$ cat config.mk
export PLATFORM = sky130hd
export DESIGN_NAME = quad_serial_flash_cmd_config
export DESIGN_NICKNAME = d
export VERILOG_FILES = /design/src/qsf_sync_two_ff.v /design/src/qsf_sck_gen.v /design/src/quad_serial_flash_cmd_config.v
export VERILOG_INCLUDE_DIRS = /design/src
export SDC_FILE = /design/constraint.sdc
export NUM_CORES = 1
export LEC_CHECK = 0
export ABC_AREA = 1
export BUFFER_PORTS_ARGS = -buffer_cell sky130_fd_sc_hd__buf_4
export CAP_MARGIN = 20
export CORE_AREA = 2 2 184 186
export CTS_CLUSTER_DIAMETER = 200
export DETAILED_ROUTE_END_ITERATION = 7
export DIE_AREA = 0 0 186 188
export GPL_TIMING_DRIVEN = 0
export PLACE_DENSITY_LB_ADDON = 0.08
export SLEW_MARGIN = 30
export SYNTH_ARGS = -nofsm -noshare
export SYNTH_HDL_FRONTEND = slang
export SYNTH_SLANG_ARGS = --single-unit
$ cat constraint.sdc
create_clock -name clock_i -period 5.1 [get_ports clock_i]
set_input_delay 0.255 -clock clock_i [delete_from_list [all_inputs] [get_ports clock_i]]
set_output_delay 0.255 -clock clock_i [all_outputs]
set_load 0.01 [all_outputs]
$ cat src/qsf_cmd_defines.vh
// Register map and field encodings
`ifndef QSF_CMD_DEFINES_VH
`define QSF_CMD_DEFINES_VH
`define ADDR_MODE_CTRL 32'h0c000004
`define ADDR_READ_RESULT 32'h0c000008
`define ADDR_CMD_FIRST 32'h0c00000c
`define ADDR_CMD_SECOND 32'h0c000010
`define ADDR_STATUS 32'h0c000014
`define ADDR_MREAD_START 32'h0c000030
`define CTRL_WRITABLE 32'h00000057
`define SECOND_WRITABLE 32'h0000ffff
`define RESET_WORD 32'h00000000
`define CTL_MODE 0
`define CTL_POL 1
`define CTL_WP_OE 2
`define CTL_WP_VAL 4
`define CTL_NOSTALL 6
`define A_DMY_W 31:30
`define A_EXT_W 29:28
`define A_ADR_W 27:26
`define A_INS_W 25:24
`define A_EXT_VAL 23:16
`define A_WRAP_OP 15:8
`define A_LIN_OP 7:0
`define B_DMY_FORCE 15
`define B_IDLE_MIN 14:12
`define B_WRAP_SIZE 11:10
`define B_WRAP_LEN 9:8
`define B_WRAP_SEL 7
`define B_OP_ONCE 6
`define B_DMY_NUM 5:4
`define B_NIB_TRI 3
`define B_EXT_EN 2
`define B_DAT_W 1:0
`define W_SINGLE 2'h0
`define W_DUAL 2'h1
`define W_QUAD 2'h2
`define W_RSVD 2'h3
`define DMY_NONE 2'h0
`define DMY_ONE 2'h1
`define DMY_TWO 2'h2
`define DMY_FORCED_BYTES 3'h3
`define DMY_MAX_BYTES 3'h4
`define PH_INST 3'h0
`define PH_ADDR 3'h1
`define PH_EXT 3'h2
`define PH_DUMMY 3'h3
`define PH_DATA 3'h4
`define INST_BYTES 3'h1
`define ADDR_BYTES 3'h3
`define EXT_BYTES 3'h1
`define DATA_BYTES 3'h4
`define NIBBLE_BITS 6'h4
`define SCK_HALF_CYCLES 6'h2
`define RESP_OKAY 2'h0
`define RESP_SLVERR 2'h2
`endif

$ cat src/qsf_sync_two_ff.v
// Two flip-flop synchroniser for pin inputs
`timescale 1ns/100ps
`default_nettype none
module qsf_sync_two_ff #(
   parameter WIDTH = 4
) (
   // Clock and reset
   input wire clock_i,
   input wire reset_i,
   // Asynchronous in, synchronous out
   input wire [WIDTH-1:0] async_i,
   output reg [WIDTH-1:0] sync_o
);
   reg [WIDTH-1:0] stage;
   always @(posedge clock_i) begin
      if (reset_i) begin
         stage <= {WIDTH{1'b0}};
         sync_o <= {WIDTH{1'b0}};
      end else begin
         stage <= async_i;
         sync_o <= stage;
      end
   end
endmodule
`default_nettype wire

$ cat src/qsf_sck_gen.v
// Serial clock divider
`timescale 1ns/100ps
`default_nettype none
`include "qsf_cmd_defines.vh"
module qsf_sck_gen (
   // Clock and reset
   input wire clock_i,
   input wire reset_i,
   // Control
   input wire run_i,
   input wire polarity_i,
   // Serial clock and edges
   output reg sck_o,
   output reg rise_o,
   output reg fall_o,
   output wire idle_o
);
   reg [5:0] cnt;
   reg act;
   assign idle_o = ~act;
   always @(posedge clock_i) begin
      if (reset_i) begin
         sck_o <= 1'b0;
         rise_o <= 1'b0;
         fall_o <= 1'b0;
         cnt <= 6'h0;
         act <= 1'b0;
      end else begin
         rise_o <= 1'b0;
         fall_o <= 1'b0;
         if (!run_i && (!act || sck_o == polarity_i)) begin
            // Park at the idle level
            sck_o <= polarity_i;
            act <= 1'b0;
            cnt <= 6'h0;
         end else begin
            act <= 1'b1;
            if (cnt == `SCK_HALF_CYCLES - 6'h1) begin
               cnt <= 6'h0;
               sck_o <= ~sck_o;
               rise_o <= ~sck_o;
               fall_o <= sck_o;
            end else begin
               cnt <= cnt + 6'h1;
            end
         end
      end
   end
endmodule
`default_nettype wire

$ cat src/quad_serial_flash_cmd_config.v
// Serial flash command block
`timescale 1ns/100ps
`default_nettype none
`include "qsf_cmd_defines.vh"
// Behaviour
// [RULE_01] Write-protect pad drives when its enable is 1.
// [RULE_02] Software clears that enable in auto quad use.
// [RULE_03] Polarity sets the idle serial clock level.
// [RULE_04] Mode bit: 0 manual, 1 auto.
// [RULE_05] Mode bit ignores writes during erase.
// [RULE_06] Read result holds the last manual read word.
// [RULE_07] Phase widths: 00 single, 01 dual, 10 quad.
// [RULE_08] Data width field picks the lanes.
// [RULE_09] Extra byte follows the address when enabled.
// [RULE_10] Half-disable tristates the extra low nibble.
// [RULE_11] Matching wraps use the wrap opcode, else linear.
// [RULE_12] Wrap size: byte, half, word.
// [RULE_13] Wrap length: 4, 8, 16 beats.
// [RULE_14] Wrap select only with a flash wrap opcode.
// [RULE_15] Opcode-once sends the opcode on first auto access.
// [RULE_16] Dummy count: 0, 1, 2 or 4 bytes.
// [RULE_17] Dummy force gives three bytes.
// [RULE_18] Chip select idles high for the minimum cycles.
// [RULE_19] Driven write-protect pad carries its value bit.
// [RULE_20] Transfer-active flag is 1 during manual transfers.
// [RULE_21] Auto order: opcode, address, extra, dummy, data.
module quad_serial_flash_cmd_config (
   // Clock and reset
   input wire clock_i,
   input wire reset_i,
   // AXI4-Lite write channels
   input wire [31:0] s_axi_awaddr_i,
   input wire s_axi_awvalid_i,
   output wire s_axi_awready_o,
   input wire [31:0] s_axi_wdata_i,
   input wire [3:0] s_axi_wstrb_i,
   input wire s_axi_wvalid_i,
   output wire s_axi_wready_o,
   output reg [1:0] s_axi_bresp_o,
   output reg s_axi_bvalid_o,
   input wire s_axi_bready_i,
   // AXI4-Lite read channels
   input wire [31:0] s_axi_araddr_i,
   input wire s_axi_arvalid_i,
   output wire s_axi_arready_o,
   output reg [31:0] s_axi_rdata_o,
   output reg [1:0] s_axi_rresp_o,
   output reg s_axi_rvalid_o,
   input wire s_axi_rready_i,
   // Auto mode read requests
   input wire auto_req_valid_i,
   output wire auto_req_ready_o,
   input wire [23:0] auto_addr_i,
   input wire auto_wrap_i,
   input wire [1:0] auto_wrap_len_i,
   input wire [1:0] auto_wrap_size_i,
   output reg [31:0] auto_rdata_o,
   output reg auto_rvalid_o,
   // Erase engine status
   input wire erase_active_i,
   // Flash pins
   output wire sck_o,
   output reg cs_n_o,
   output wire [3:0] io_out_o,
   output wire [3:0] io_oe_n_o,
   input wire [3:0] io_in_i
);
   localparam S_IDLE = 2'h0;
   localparam S_LOAD = 2'h1;
   localparam S_SHIFT = 2'h2;
   localparam S_STOP = 2'h3;

   function [1:0] lane_shift;
      input [1:0] w;
      begin
         case (w)
            `W_DUAL: lane_shift = 2'h1;
            `W_QUAD: lane_shift = 2'h2;
            default: lane_shift = 2'h0;
         endcase
      end
   endfunction

   function [31:0] merge;
      input [31:0] old;
      input [31:0] nw;
      input [3:0] s;
      reg [31:0] m;
      begin
         m = {{8{s[3]}}, {8{s[2]}}, {8{s[1]}}, {8{s[0]}}};
         merge = (old & ~m) | (nw & m);
      end
   endfunction

   reg [31:0] ctrl;
   reg [31:0] cmd_a;
   reg [31:0] cmd_b;
   reg [31:0] mread;
   reg mbusy;
   reg aw_hold;
   reg w_hold;
   reg [31:0] waddr;
   reg [31:0] wdata;
   reg [3:0] wstrb;
   reg [1:0] state;
   reg [2:0] phase;
   reg [5:0] cnt;
   reg [31:0] tx;
   reg [31:0] rx;
   reg [1:0] cur_w;
   reg drv;
   reg risen;
   reg end_pend;
   reg is_man;
   reg run;
   reg inst_done;
   reg [5:0] gap;
   reg [23:0] addr;
   reg [7:0] op;
   wire [3:0] io_s;
   wire rise_p;
   wire fall_p;
   wire gen_idle;

   qsf_sync_two_ff #(.WIDTH(4)) u_sync (
      .clock_i(clock_i),
      .reset_i(reset_i),
      .async_i(io_in_i),
      .sync_o(io_s)
   );

   qsf_sck_gen u_sck (
      .clock_i(clock_i),
      .reset_i(reset_i),
      .run_i(run),
      .polarity_i(ctrl[`CTL_POL]), // RULE_03
      .sck_o(sck_o),
      .rise_o(rise_p),
      .fall_o(fall_p),
      .idle_o(gen_idle)
   );

   // Register bus
   wire do_write = aw_hold && w_hold && !s_axi_bvalid_o;
   assign s_axi_awready_o = !aw_hold && !s_axi_bvalid_o;
   assign s_axi_wready_o = !w_hold && !s_axi_bvalid_o;
   assign s_axi_arready_o = !s_axi_rvalid_o;
   wire [31:0] wr_merged_ctrl = merge(ctrl, wdata, wstrb) & `CTRL_WRITABLE;

   always @(posedge clock_i) begin
      if (reset_i) begin
         aw_hold <= 1'b0;
         w_hold <= 1'b0;
         waddr <= `RESET_WORD;
         wdata <= `RESET_WORD;
         wstrb <= 4'h0;
         s_axi_bvalid_o <= 1'b0;
         s_axi_bresp_o <= `RESP_OKAY;
         ctrl <= `RESET_WORD;
         cmd_a <= `RESET_WORD;
         cmd_b <= `RESET_WORD;
      end else begin
         if (s_axi_awvalid_i && s_axi_awready_o) begin
            aw_hold <= 1'b1;
            waddr <= s_axi_awaddr_i;
         end
         if (s_axi_wvalid_i && s_axi_wready_o) begin
            w_hold <= 1'b1;
            wdata <= s_axi_wdata_i;
            wstrb <= s_axi_wstrb_i;
         end
         if (s_axi_bvalid_o && s_axi_bready_i) begin
            s_axi_bvalid_o <= 1'b0;
         end
         if (do_write) begin
            aw_hold <= 1'b0;
            w_hold <= 1'b0;
            s_axi_bvalid_o <= 1'b1;
            s_axi_bresp_o <= `RESP_OKAY;
            case (waddr)
               `ADDR_MODE_CTRL: begin
                  ctrl <= wr_merged_ctrl;
                  if (erase_active_i) begin
                     ctrl[`CTL_MODE] <= ctrl[`CTL_MODE]; // RULE_05
                  end
               end
               `ADDR_CMD_FIRST: cmd_a <= merge(cmd_a, wdata, wstrb);
               `ADDR_CMD_SECOND: cmd_b <= merge(cmd_b, wdata, wstrb) & `SECOND_WRITABLE;
               `ADDR_READ_RESULT, `ADDR_STATUS, `ADDR_MREAD_START: begin
               end
               default: s_axi_bresp_o <= `RESP_SLVERR;
            endcase
         end
      end
   end

   always @(posedge clock_i) begin
      if (reset_i) begin
         s_axi_rvalid_o <= 1'b0;
         s_axi_rdata_o <= `RESET_WORD;
         s_axi_rresp_o <= `RESP_OKAY;
      end else begin
         if (s_axi_rvalid_o && s_axi_rready_i) begin
            s_axi_rvalid_o <= 1'b0;
         end
         if (s_axi_arvalid_i && s_axi_arready_o) begin
            s_axi_rvalid_o <= 1'b1;
            s_axi_rresp_o <= `RESP_OKAY;
            case (s_axi_araddr_i)
               `ADDR_MODE_CTRL: s_axi_rdata_o <= ctrl;
               `ADDR_READ_RESULT: s_axi_rdata_o <= mread; // RULE_06
               `ADDR_CMD_FIRST: s_axi_rdata_o <= cmd_a;
               `ADDR_CMD_SECOND: s_axi_rdata_o <= cmd_b;
               `ADDR_STATUS: s_axi_rdata_o <= {31'h0, mbusy}; // RULE_20
               `ADDR_MREAD_START: s_axi_rdata_o <= `RESET_WORD;
               default: begin
                  s_axi_rdata_o <= `RESET_WORD;
                  s_axi_rresp_o <= `RESP_SLVERR;
               end
            endcase
         end
      end
   end

   // Command selection
   reg [2:0] dmy_bytes;
   always @* begin
      case (cmd_b[`B_DMY_NUM]) // RULE_16
         `DMY_NONE: dmy_bytes = 3'h0;
         `DMY_ONE: dmy_bytes = 3'h1;
         `DMY_TWO: dmy_bytes = 3'h2;
         default: dmy_bytes = `DMY_MAX_BYTES;
      endcase
      if (cmd_b[`B_DMY_FORCE]) begin
         dmy_bytes = `DMY_FORCED_BYTES; // RULE_17
      end
   end

   wire wrap_hit = cmd_b[`B_WRAP_SEL] && auto_wrap_i // RULE_11
      && auto_wrap_len_i == cmd_b[`B_WRAP_LEN] && cmd_b[`B_WRAP_LEN] != `W_RSVD // RULE_13
      && auto_wrap_size_i == cmd_b[`B_WRAP_SIZE] && cmd_b[`B_WRAP_SIZE] != `W_RSVD; // RULE_12
   wire skip_inst = cmd_b[`B_OP_ONCE] && inst_done; // RULE_15
   assign auto_req_ready_o = (state == S_IDLE) && ctrl[`CTL_MODE] && (gap == 6'h0); // RULE_04
   wire auto_take = auto_req_valid_i && auto_req_ready_o;
   wire man_start = do_write && waddr == `ADDR_MREAD_START && !ctrl[`CTL_MODE]
      && state == S_IDLE && gap == 6'h0;

   reg [2:0] nxt_ph;
   always @* begin
      case (phase) // RULE_21
         `PH_INST: nxt_ph = `PH_ADDR;
         `PH_ADDR: nxt_ph = cmd_b[`B_EXT_EN] ? `PH_EXT : // RULE_09
            (dmy_bytes != 3'h0 ? `PH_DUMMY : `PH_DATA);
         `PH_EXT: nxt_ph = dmy_bytes != 3'h0 ? `PH_DUMMY : `PH_DATA;
         default: nxt_ph = `PH_DATA;
      endcase
   end

   reg [2:0] ld_ph;
   reg [31:0] ld_tx;
   reg [1:0] ld_w;
   reg [2:0] ld_bytes;
   reg ld_drv;
   always @* begin
      ld_ph = (state == S_LOAD) ? phase : nxt_ph;
      ld_tx = `RESET_WORD;
      ld_drv = 1'b0;
      case (ld_ph) // RULE_07
         `PH_INST: begin
            ld_tx = {op, 24'h0};
            ld_w = cmd_a[`A_INS_W];
            ld_bytes = `INST_BYTES;
            ld_drv = 1'b1;
         end
         `PH_ADDR: begin
            ld_tx = {addr, 8'h0};
            ld_w = cmd_a[`A_ADR_W];
            ld_bytes = `ADDR_BYTES;
            ld_drv = 1'b1;
         end
         `PH_EXT: begin
            ld_tx = {cmd_a[`A_EXT_VAL], 24'h0};
            ld_w = cmd_a[`A_EXT_W];
            ld_bytes = `EXT_BYTES;
            ld_drv = 1'b1;
         end
         `PH_DUMMY: begin
            ld_w = cmd_a[`A_DMY_W];
            ld_bytes = dmy_bytes;
         end
         default: begin
            ld_w = cmd_b[`B_DAT_W]; // RULE_08
            ld_bytes = `DATA_BYTES;
         end
      endcase
   end
   wire [5:0] ld_cnt = {ld_bytes, 3'h0} >> lane_shift(ld_w);

   reg [31:0] rx_next;
   reg [31:0] tx_next;
   reg [3:0] lane_out;
   reg [3:0] lane_mask;
   always @* begin
      case (cur_w)
         `W_DUAL: begin
            rx_next = {rx[29:0], io_s[1:0]};
            tx_next = {tx[29:0], 2'h0};
            lane_out = {2'h0, tx[31:30]};
            lane_mask = 4'h3;
         end
         `W_QUAD: begin
            rx_next = {rx[27:0], io_s};
            tx_next = {tx[27:0], 4'h0};
            lane_out = tx[31:28];
            lane_mask = 4'hf;
         end
         default: begin
            rx_next = {rx[30:0], io_s[1]};
            tx_next = {tx[30:0], 1'h0};
            lane_out = {3'h0, tx[31]};
            lane_mask = 4'h1;
         end
      endcase
   end

   wire nib_off = phase == `PH_EXT && cmd_b[`B_NIB_TRI]
      && cnt <= (`NIBBLE_BITS >> lane_shift(cur_w)); // RULE_10
   wire [3:0] eng_oe = (drv && !nib_off) ? lane_mask : 4'h0;
   wire wp_oe = ctrl[`CTL_WP_OE] && !eng_oe[2]; // RULE_01
   assign io_out_o = {lane_out[3], eng_oe[2] ? lane_out[2] : ctrl[`CTL_WP_VAL], // RULE_19
      lane_out[1:0]};
   assign io_oe_n_o = ~(eng_oe | {1'b0, wp_oe, 2'h0});

   wire do_load = (state == S_LOAD) || (state == S_SHIFT && fall_p && risen && end_pend);

   // Transfer sequencer
   always @(posedge clock_i) begin
      if (reset_i) begin
         state <= S_IDLE;
         phase <= `PH_INST;
         cnt <= 6'h0;
         tx <= `RESET_WORD;
         rx <= `RESET_WORD;
         cur_w <= `W_SINGLE;
         drv <= 1'b0;
         risen <= 1'b0;
         end_pend <= 1'b0;
         is_man <= 1'b0;
         run <= 1'b0;
         inst_done <= 1'b0;
         gap <= 6'h0;
         addr <= 24'h0;
         op <= 8'h0;
         cs_n_o <= 1'b1;
         mbusy <= 1'b0;
         mread <= `RESET_WORD;
         auto_rdata_o <= `RESET_WORD;
         auto_rvalid_o <= 1'b0;
      end else begin
         auto_rvalid_o <= 1'b0;
         if (!ctrl[`CTL_MODE]) begin
            inst_done <= 1'b0; // RULE_15
         end
         if (do_load) begin
            tx <= ld_tx;
            cur_w <= ld_w;
            cnt <= ld_cnt;
            drv <= ld_drv;
            phase <= ld_ph;
            risen <= 1'b0;
            end_pend <= 1'b0;
            if (ld_ph == `PH_INST) begin
               inst_done <= 1'b1;
            end
         end
         case (state)
            S_IDLE: begin
               if (gap != 6'h0) begin
                  gap <= gap - 6'h1; // RULE_18
               end
               if (auto_take) begin
                  addr <= auto_addr_i;
                  op <= wrap_hit ? cmd_a[`A_WRAP_OP] : cmd_a[`A_LIN_OP];
                  phase <= skip_inst ? `PH_ADDR : `PH_INST;
                  is_man <= 1'b0;
                  state <= S_LOAD;
               end else if (man_start) begin
                  phase <= `PH_DATA;
                  is_man <= 1'b1;
                  mbusy <= 1'b1; // RULE_20
                  state <= S_LOAD;
               end
            end
            S_LOAD: begin
               cs_n_o <= 1'b0;
               run <= 1'b1;
               state <= S_SHIFT;
            end
            S_SHIFT: begin
               if (rise_p) begin
                  rx <= rx_next;
                  risen <= 1'b1;
                  cnt <= cnt - 6'h1;
                  if (cnt == 6'h1) begin
                     if (phase == `PH_DATA) begin
                        run <= 1'b0;
                        state <= S_STOP;
                        if (is_man) begin
                           mread <= rx_next; // RULE_06
                        end else begin
                           auto_rdata_o <= rx_next;
                           auto_rvalid_o <= 1'b1;
                        end
                     end else begin
                        end_pend <= 1'b1;
                     end
                  end
               end else if (fall_p && risen && !end_pend) begin
                  tx <= tx_next;
               end
            end
            default: begin
               drv <= 1'b0;
               if (gen_idle) begin
                  cs_n_o <= 1'b1;
                  gap <= {3'h0, cmd_b[`B_IDLE_MIN]} * (`SCK_HALF_CYCLES + `SCK_HALF_CYCLES); // RULE_18
                  mbusy <= 1'b0;
                  state <= S_IDLE;
               end
            end
         endcase
      end
   end
endmodule
`default_nettype wire

==> results of run 1 <==
cell type report:
cell class	count	area, um^2	share of cell area
timing repair buffer	256	2004	0.09943
buffer	131	571.8	0.02836
tap	448	560.5	0.02781
sequential	364	7287	0.3615
multi-input combinational	1360	7133	0.3538
inverter	331	1242	0.06163
clock buffer	60	1207	0.05989
clock inverter	12	152.6	0.007572
routing by layer:
metal,routed length [um],vias up
li1,-,7927
met1,23220,7630
met2,25390,680
met3,4147,111
met4,1955,2
met5,13,-
cell usage after synthesis (7+ instances only):
cell and number:
o22ai_1 14, nor3_1 24, buf_6 7, nand2_1 268, nor2_4 9, dfxtp_1 364
a21oi_1 296, nand4_1 15, a221oi_1 7, ha_1 15, o21ai_0 302, a31oi_1 27
o21a_1 16, o221ai_1 47, a211oi_1 19, nor2_1 147, nand3_1 66, buf_2 12
inv_1 320, clkbuf_1 102, o211ai_1 16, nand2_2 9
worst min-delay path: cells and delay by family:
kind	cells	cell delay [ns]
AND/OR/NAND/NOR	1	0.10
AO/OA/AOI/OAI	1	0.07
buffers and inverters	1	0.08
final timing paths:
kind / end / slack [ns] / cells past startpoint
hold / removal: waddr[21] / 0.004 / 3
hold reg to reg: u_sync.sync_o[3] / 0.41 / 2
setup reg to reg: auto_rdata_o[29] / 2.09 / 8
setup / recovery: io_out_o[2] / 0.76 / 13
stage by stage:
step,cells,total power [mW],setup WS (ns)
2_1_floorplan,2186,4.035,2.193
3_3_place_gp,2857,4.500,0.9418
3_5_place_dp,2857,4.527,1.427
4_1_cts,2962,7.504,0.8534
5_1_grt,2962,7.820,0.5889
6_report,2962,7.497,0.7566
repair_timing:
item                                    CTS  global route
hold buffers                             33             0
setup buffers                             0             0
gates resized for setup                   0             0
endpoints found under the hold margin    32             0
endpoints found under the setup margin    0             0
report_power, final:
part / internal, mW / switching, mW
Clock: 1.79 / 1.18
Sequential: 2.97 / 0.0790
Combinational: 0.436 / 1.04
cell families (layout without fill, tap and decap cells):
logic type	count (synthesis)	count (layout)	share of synthesized area
xor gates and xnor gates	3	3	0.001620
other	1	2	0.0002312
AOI/OAI and AO/OA	770	770	0.2669
adders and majority gates	15	15	0.01157
DFF	364	364	0.4492
and+or+nand+nor	570	570	0.1586
buffers and inverters	462	790	0.1118
==> impl_metrics.env, run 1 <==
export IMPL_crit_family="compound AO/OA/AOI/OAI gates"
export IMPL_syn_avg_cell_area_um2=7.425
export IMPL_fmax_mhz=230.2
export IMPL_slowest_delay_ns=0.62
export IMPL_antenna_cells=0
export IMPL_core_area_mm2=0.03311
export IMPL_placed_cell_area_mm2=0.01847
export IMPL_grt_pass1_vias=15460
export IMPL_final_cell_mix="dfxtp_1, inv_1, o21ai_0"
export IMPL_dp_hpwl_um=41140
export IMPL_grt_max_degree=14
export IMPL_route_detailed_drc=0
export IMPL_grt_pass1_wl_um=83790
export IMPL_numCtsBuffers=40
export IMPL_start_util=0.4899
export IMPL_outcome="complete, no violations"
export IMPL_finalNetCount=2641
export IMPL_grt_use_met2=0.5081
export IMPL_ant_nets=0
export IMPL_wire_per_inst_um=18.48
export IMPL_endpoint_kind="output port"
export IMPL_grt_busiest_layer="met2"
export IMPL_synth_edf_count=0
export IMPL_synth_largest_area_cell="dfxtp_1"
export IMPL_ir_worst_vdd_uv=195.5
export IMPL_cellPowerDensity_mw_per_mm2=371.9
export IMPL_dieArea_mm2=0.03497
export IMPL_path_clk_slew_ns=0.06
export IMPL_firstDrtPassIters=6
export IMPL_pin_count=227
export IMPL_fin_worst_skew_ns=0.01688
export IMPL_crit_path_start="cur_w[0]"
export IMPL_tightest_slew_ns=1.030
export IMPL_die_height_um=188
export IMPL_drt_iter0_drc=1382
export IMPL_clock_sinks=364
export IMPL_worst_path_most_repeated_cell="inv_1"
export IMPL_wl_um=54730
export IMPL_post_route_min_period_ns=4.343
export IMPL_ys_warnings_count=0
export IMPL_synth_ff_latch_count=364
export IMPL_clk_latency_ns=0.54
export IMPL_maxCapViolCount=0
export IMPL_numPortBuffers=223
export IMPL_path_buf_inv=5
export IMPL_row_count=67
export IMPL_gp_congestion=0.9520
export IMPL_clockBufferDepth=3
export IMPL_worstHoldStart="s_axi_awaddr_i[21]"
export IMPL_netlist_instances=2185
export IMPL_use_met3=0.05341
export IMPL_grtUsageMet1=0.4044
export IMPL_layout_commonest_cell="dfxtp_1"
export IMPL_drive_gt1_frac=0.1448
export IMPL_syn_to_final_growth_pct=24.26
export IMPL_die_w_um=186
export IMPL_leakagePower_nw=8.047
export IMPL_cts_root_buf="clkbuf_16"
export IMPL_hold_class="input port to register"
export IMPL_synth_flop_cell="dfxtp_1"
export IMPL_fill_cells=3102
export IMPL_hold_violations=0
export IMPL_maxSlewViolCount=0
export IMPL_viasPerCell=5.520
export IMPL_setup_viol=0
export IMPL_grt_usage=0.3078
export IMPL_cp_arrival_ns=4.09
export IMPL_async_flop_share=0
export IMPL_fin_util=0.6088
export IMPL_slew_headroom=0.3131
export IMPL_crit_reg2reg_launch="cur_w[0]"
export IMPL_slowest_stage="o41ai_2"
export IMPL_h_tree_depth=2
export IMPL_final_area_mm2=0.02016
export IMPL_synth_area_leaders="dfxtp_1, o21ai_0, a21oi_1"
export IMPL_grt_overflow=0
export IMPL_antenna_found_initial=4
export IMPL_grt_setup_unrepaired="false"
export IMPL_worst_hold_slack_ns=0.004188
export IMPL_start_kind="register"
export IMPL_via_count=16350
export IMPL_cts_tree="built"
export IMPL_crit_path_cell_trace="inv_1, ha_1, inv_1, clkbuf_1, ha_1, inv_1, nor2_1, o21ai_0, nand2_1, o41ai_2, nor2_1, o21ai_0, buf_4"
export IMPL_tns_ns=0
export IMPL_path_class="register to output port"
export IMPL_required_ns=4.85
export IMPL_path_max_fanout=10
export IMPL_yosysTopAreaCellShare=0.4492
export IMPL_synthDistinctLibCells=56
export IMPL_ys_seq_area_frac=0.4492
export IMPL_fin_crit_sh=0.8516
export IMPL_synthesis_area_mm2=0.01622
(Power assumes the default switching activity.)
==> run 2: changes to the inputs <==
Settings changed: BUFFER_PORTS_ARGS -buffer_cell sky130_fd_sc_hd__buf_4 to -buffer_cell sky130_fd_sc_hd__buf_2.
==> run 2 against run 1 <==
  * Routed wire length shrank 0.64%
  * Critical endpoint unchanged
  * Utilization is 1.6 points lower
  * Non-clock buffer count up 14
  * Final area fell by 2.6%
  * Worst setup slack worse by 0.064 ns
  * Via count about the same
  * Cell count increased by 0.37%
  * Combinational power hardly changed
  * First-iteration DRC count shrank 6.4%
  * Sequential power barely moved
  * Largest power group unchanged
  * Clock skew up 0.00085 ns
  * Register-to-register slack got worse by 0.03 ns
  * Highest routed layer unchanged
==> impl_metrics.env, run 2 (synthesis gave the netlist of run 1 again) <==
export IMPL_layout_commonest_cell="dfxtp_1"
export IMPL_path_class="register to output port"
export IMPL_clk_latency_ns=0.54
export IMPL_route_detailed_drc=0
export IMPL_start_kind="register"
export IMPL_h_tree_depth=2
export IMPL_drt_iter0_drc=1293
export IMPL_final_area_mm2=0.01965
export IMPL_fin_crit_sh=0.8642
export IMPL_dp_slack_ns=1.393
export IMPL_grt_pass1_vias=15480
export IMPL_finalNetCount=2654
export IMPL_hold_class="input port to register"
export IMPL_placed_cell_area_mm2=0.01791
export IMPL_maxSlewViolCount=0
export IMPL_endpoint_kind="output port"
export IMPL_grt_pass1_wl_um=83370
export IMPL_setup_ws_ns=0.6927
export IMPL_cts_root_buf="clkbuf_16"
export IMPL_worst_hold_slack_ns=0.004472
export IMPL_leakagePower_nw=7.933
export IMPL_grt_usage=0.3060
export IMPL_viasPerCell=5.497
export IMPL_hold_violations=0
export IMPL_wl_um=54380
export IMPL_reg2reg_depth=8
export IMPL_numPortBuffers=223
export IMPL_path_clk_slew_ns=0.06
export IMPL_via_count=16340
export IMPL_pin_count=227
export IMPL_cts_tree="built"
export IMPL_post_cts_buffers=0
export IMPL_tns_ns=0
export IMPL_core_area_mm2=0.03311
export IMPL_clockBufferDepth=3
export IMPL_post_route_min_period_ns=4.407
export IMPL_wire_per_inst_um=18.29
export IMPL_slew_headroom=0.3167
export IMPL_cts_hold_buf=47
export IMPL_tightest_slew_ns=1.025
export IMPL_row_count=67
export IMPL_numCtsBuffers=39
export IMPL_start_util=0.4899
export IMPL_antenna_found_initial=2
export IMPL_maxCapViolCount=0
export IMPL_path_max_fanout=10
export IMPL_worstHoldPathCells=3
export IMPL_die_w_um=186
export IMPL_dp_hpwl_um=40950
export IMPL_die_height_um=188
export IMPL_power_mw=7.300
export IMPL_ir_worst_vdd_uv=279.6
export IMPL_cellPowerDensity_mw_per_mm2=371.6
export IMPL_firstDrtPassIters=6
export IMPL_dieArea_mm2=0.03497
export IMPL_grt_max_degree=14
export IMPL_fin_worst_skew_ns=0.01773
export IMPL_final_cell_mix="dfxtp_1, inv_1, o21ai_0"
export IMPL_post_cts_resize_count=0
export IMPL_syn_to_final_growth_pct=21.09
export IMPL_grt_setup_unrepaired="false"
export IMPL_grt_overflow=0
export IMPL_clock_sinks=364
export IMPL_outcome="complete, no violations"
export IMPL_setup_viol=0
export IMPL_required_ns=4.85
export IMPL_ant_nets=0
export IMPL_gp_congestion=0.9285
export IMPL_cp_arrival_ns=4.15
export IMPL_drive_gt1_frac=0.1426
export IMPL_fmax_mhz=226.9
run 2: changes by cell type in the layout (fill, tap and decap cells not counted), moves of 2 or more:
cell | previous run | this run
bufinv_16 | 3 | 1
clkinv_2 | 4 | 6
dlygate4sd3_1 | 33 | 47
inv_6 | 3 | 1
buf_2 | 12 | 235
buf_4 | 226 | 3
run 2: stage by stage:
step / std cells / util
after floorplan: 2186 / -
after global placement: 2857 / 0.5407
after detailed placement: 2857 / 0.5409
after CTS: 2972 / 0.5932
after global routing: 2972 / 0.5932
final: 2973 / 0.5933
run 2: path summary, 6_finish.rpt:
kind                      start          endpoint  slack, ns
max                    cur_w[0]       io_out_o[2]       0.69
min          s_axi_awaddr_i[18]         waddr[18]      0.004
min reg2reg     u_sync.stage[2]  u_sync.sync_o[2]       0.40
max reg2reg            cur_w[0]         mread[29]       2.06
run 2: routing by layer:
metal | wire (um) | vias to the layer above | track usage
met5 | 30 | - | 0
met4 | 1899 | 4 | 0.1075
met3 | 3884 | 125 | 0.04836
met2 | 25030 | 663 | 0.5073
met1 | 23540 | 7593 | 0.4025
li1 | - | 7959 | -
run 2: layout make-up:
cell class | count | area [um^2]
Antenna cell | 1 | 2.502
Multi-Input combinational cell | 1360 | 7133
Clock buffer | 58 | 1169
Sequential cell | 364 | 7287
Timing Repair Buffer | 270 | 1587
Buffer | 131 | 571.8
Clock inverter | 10 | 92.59
Fill cell | 3167 | 13470
Tap cell | 448 | 560.5
Inverter | 331 | 1242
run 2: report_power, final:
group	internal (mW)	switching, mW
combinational	0.407	1.04
sequential	2.97	0.0801
clock	1.64	1.17
run 2: worst max-delay path, stage by stage (launching register included):
cell and delay (ns):
dfxtp_1 0.33, inv_1 0.07, ha_1 0.35, inv_1 0.12, clkbuf_1 0.49, ha_1 0.36
inv_1 0.06, nor2_1 0.03, o21ai_0 0.21, nand2_1 0.10, o41ai_2 0.64, nor2_1 0.19
o21ai_0 0.44, buf_2 0.22
==> run 3: changes to the inputs <==
Settings changed: CORE_AREA 2 2 184 186 to 2 2 219 221, DIE_AREA 0 0 186 188 to 0 0 221 223, RECOVER_POWER set to 25.
==> run 3 against run 2 <==
  * Utilization fell by 17 points
  * Sequential power barely moved
  * Sequential share of layout area fell by 0.97 points
  * First-iteration DRC count fell by 11%
==> impl_metrics.env, run 3 (synthesis gave the netlist of run 1 again) <==
export IMPL_crit_path_start="cur_w[0]"
export IMPL_path_buf_inv=5
export IMPL_cp_arrival_ns=4.07
export IMPL_power_mw=7.668
export IMPL_clockBufferDepth=3
export IMPL_pin_count=227
export IMPL_grt_overflow=0
export IMPL_cp_endpoint="io_out_o[2]"
export IMPL_syn_to_final_growth_pct=24.36
export IMPL_viasPerCell=5.104
export IMPL_final_cell_mix="dfxtp_1, inv_1, o21ai_0"
export IMPL_path_clk_slew_ns=0.06
export IMPL_drt_met1_wl_um=27310
export IMPL_via_count=16190
export IMPL_setup_viol=0
export IMPL_antenna_cells=0
export IMPL_slew_headroom=0.3485
export IMPL_fin_worst_skew_ns=0.008489
export IMPL_fill_cells=4922
export IMPL_row_count=80
export IMPL_wire_per_inst_um=19.10
export IMPL_crit_path_cell_trace="inv_1, ha_1, inv_1, clkbuf_1, ha_1, inv_1, nor2_1, o21ai_0, nand2_1, o41ai_2, nor2_1, o21ai_0, buf_2"
export IMPL_required_ns=4.85
export IMPL_worst_hold_slack_ns=0.009505
export IMPL_maxCapViolCount=0
export IMPL_reg2reg_depth=8
export IMPL_grt_max_degree=13
export IMPL_multiInputGateArea_mm2=0.007133
export IMPL_finalNetCount=2683
export IMPL_post_route_min_period_ns=4.324
export IMPL_cellPowerDensity_mw_per_mm2=380.1
export IMPL_wl_um=60570
export IMPL_ir_worst_vdd_uv=243.0
export IMPL_final_area_mm2=0.02017
export IMPL_r2r_end="auto_rdata_o[29]"
export IMPL_slowest_stage="o41ai_2"
export IMPL_highest_layer="met4"
export IMPL_dieArea_mm2=0.04928
export IMPL_die_w_um=221
export IMPL_outcome="complete, no violations"
export IMPL_firstDrtPassIters=6
export IMPL_numPortBuffers=223
export IMPL_grt_usage=0.2394
export IMPL_tightest_slew_ns=0.9773
export IMPL_ff2ff_setup_slack_ns=2.10
export IMPL_placed_cell_area_mm2=0.01812
export IMPL_crit_reg2reg_launch="cur_w[0]"
export IMPL_path_class="register to output port"
export IMPL_worst_path_most_repeated_cell="inv_1"
export IMPL_path_max_fanout=10
export IMPL_gp_congestion=0.9135
export IMPL_drive_gt1_frac=0.1142
export IMPL_h_tree_depth=2
export IMPL_hold_violations=0
export IMPL_cts_tree="built"
export IMPL_crit_cells=13
export IMPL_met3WireLength_um=3708
export IMPL_grt_pass1_vias=15830
export IMPL_crit_family="compound AO/OA/AOI/OAI gates"
export IMPL_tns_ns=0
export IMPL_start_util=0.3441
export IMPL_grt_setup_unrepaired="false"
export IMPL_leakagePower_nw=7.809
export IMPL_route_detailed_drc=0
export IMPL_antenna_found_initial=2
export IMPL_grt_pass1_wl_um=91280
export IMPL_fin_crit_sh=0.8478
export IMPL_slowest_delay_ns=0.73
export IMPL_detailroute_wirelength_met2_um=27810
export IMPL_fmax_mhz=231.3
export IMPL_die_height_um=223
export IMPL_layout_commonest_cell="dfxtp_1"
export IMPL_clock_sinks=364
export IMPL_numCtsBuffers=42
export IMPL_clk_latency_ns=0.57
export IMPL_hold_class="input port to register"
export IMPL_dp_hpwl_um=46000
export IMPL_drt_iter0_drc=1157
export IMPL_core_area_mm2=0.04715
export IMPL_ant_nets=0
export IMPL_endpoint_kind="output port"
export IMPL_start_kind="register"
export IMPL_maxSlewViolCount=0
export IMPL_seq_area_mm2=0.007287
export IMPL_cts_root_buf="clkbuf_16"
run 3: cell count changes in the layout (fill, tap and decap cells not counted), moves of 2 or more:
cell / delta
clkbuf_1: +76
clkbuf_16: +5
dlygate4sd3_1: +25
bufinv_16: +2
buf_2: -73
run 3: repair_timing:
action	in CTS	in global routing
gates resized for setup	0	0
setup buffers	0	0
hold buffers	72	0
hold endpoints to repair	71	0
run 3: worst min path at each step:
stage,slack (ns),depth (start not counted),to,start
2_1_floorplan,0.36,2,u_sync.stage[0],io_in_i[0]
5_1_grt,0.006,3,wdata[19],s_axi_wdata_i[19]
4_1_cts,0.002,3,addr[16],auto_addr_i[16]
3_3_place_gp,0.40,2,u_sync.sync_o[2],u_sync.stage[2]
6_report,0.01,3,wdata[19],s_axi_wdata_i[19]
3_5_place_dp,0.39,2,u_sync.sync_o[3],u_sync.stage[3]
run 3: layout make-up:
| cell class | instances | share of cell area |
|---|---|---|
| Sequential cell | 364 | 0.3612 |
| Multi-Input combinational cell | 1360 | 0.3536 |
| Timing Repair Buffer | 296 | 0.08708 |
| Clock buffer | 65 | 0.06400 |
| Inverter | 331 | 0.06159 |
| Tap cell | 615 | 0.03814 |
| Buffer | 131 | 0.02822 |
| Clock inverter | 10 | 0.006202 |
run 3: where the power goes:
group          switching [mW]  internal [mW]  leakage, nW
clock                    1.24           1.89        0.702
combinational            1.07          0.418         4.15
sequential             0.0790           2.97         2.95
total                    2.39           5.27         7.81
run 3: worst min-delay path, stage by stage:
cell	delay, ns
buf_2	0.07
o21ai_0	0.08
a21oi_1	0.12
run 3: per-stage QoR:
step                      worst slack [ns]  std cells    util
after floorplan                      2.193       2186       -
after global placement              0.9606       3024  0.3842
after detailed placement             1.479       3024  0.3844
after CTS                           0.8626       3171  0.4297
after global routing                0.5955       3172  0.4279
final                               0.7761       3172  0.4279
run 3: per-layer routing:
metal | vias up | global-route usage
met5 | - | 0
met4 | 0 | 0.08270
met3 | 98 | 0.04188
met2 | 492 | 0.3924
met1 | 7575 | 0.3178
li1 | 8024 | -
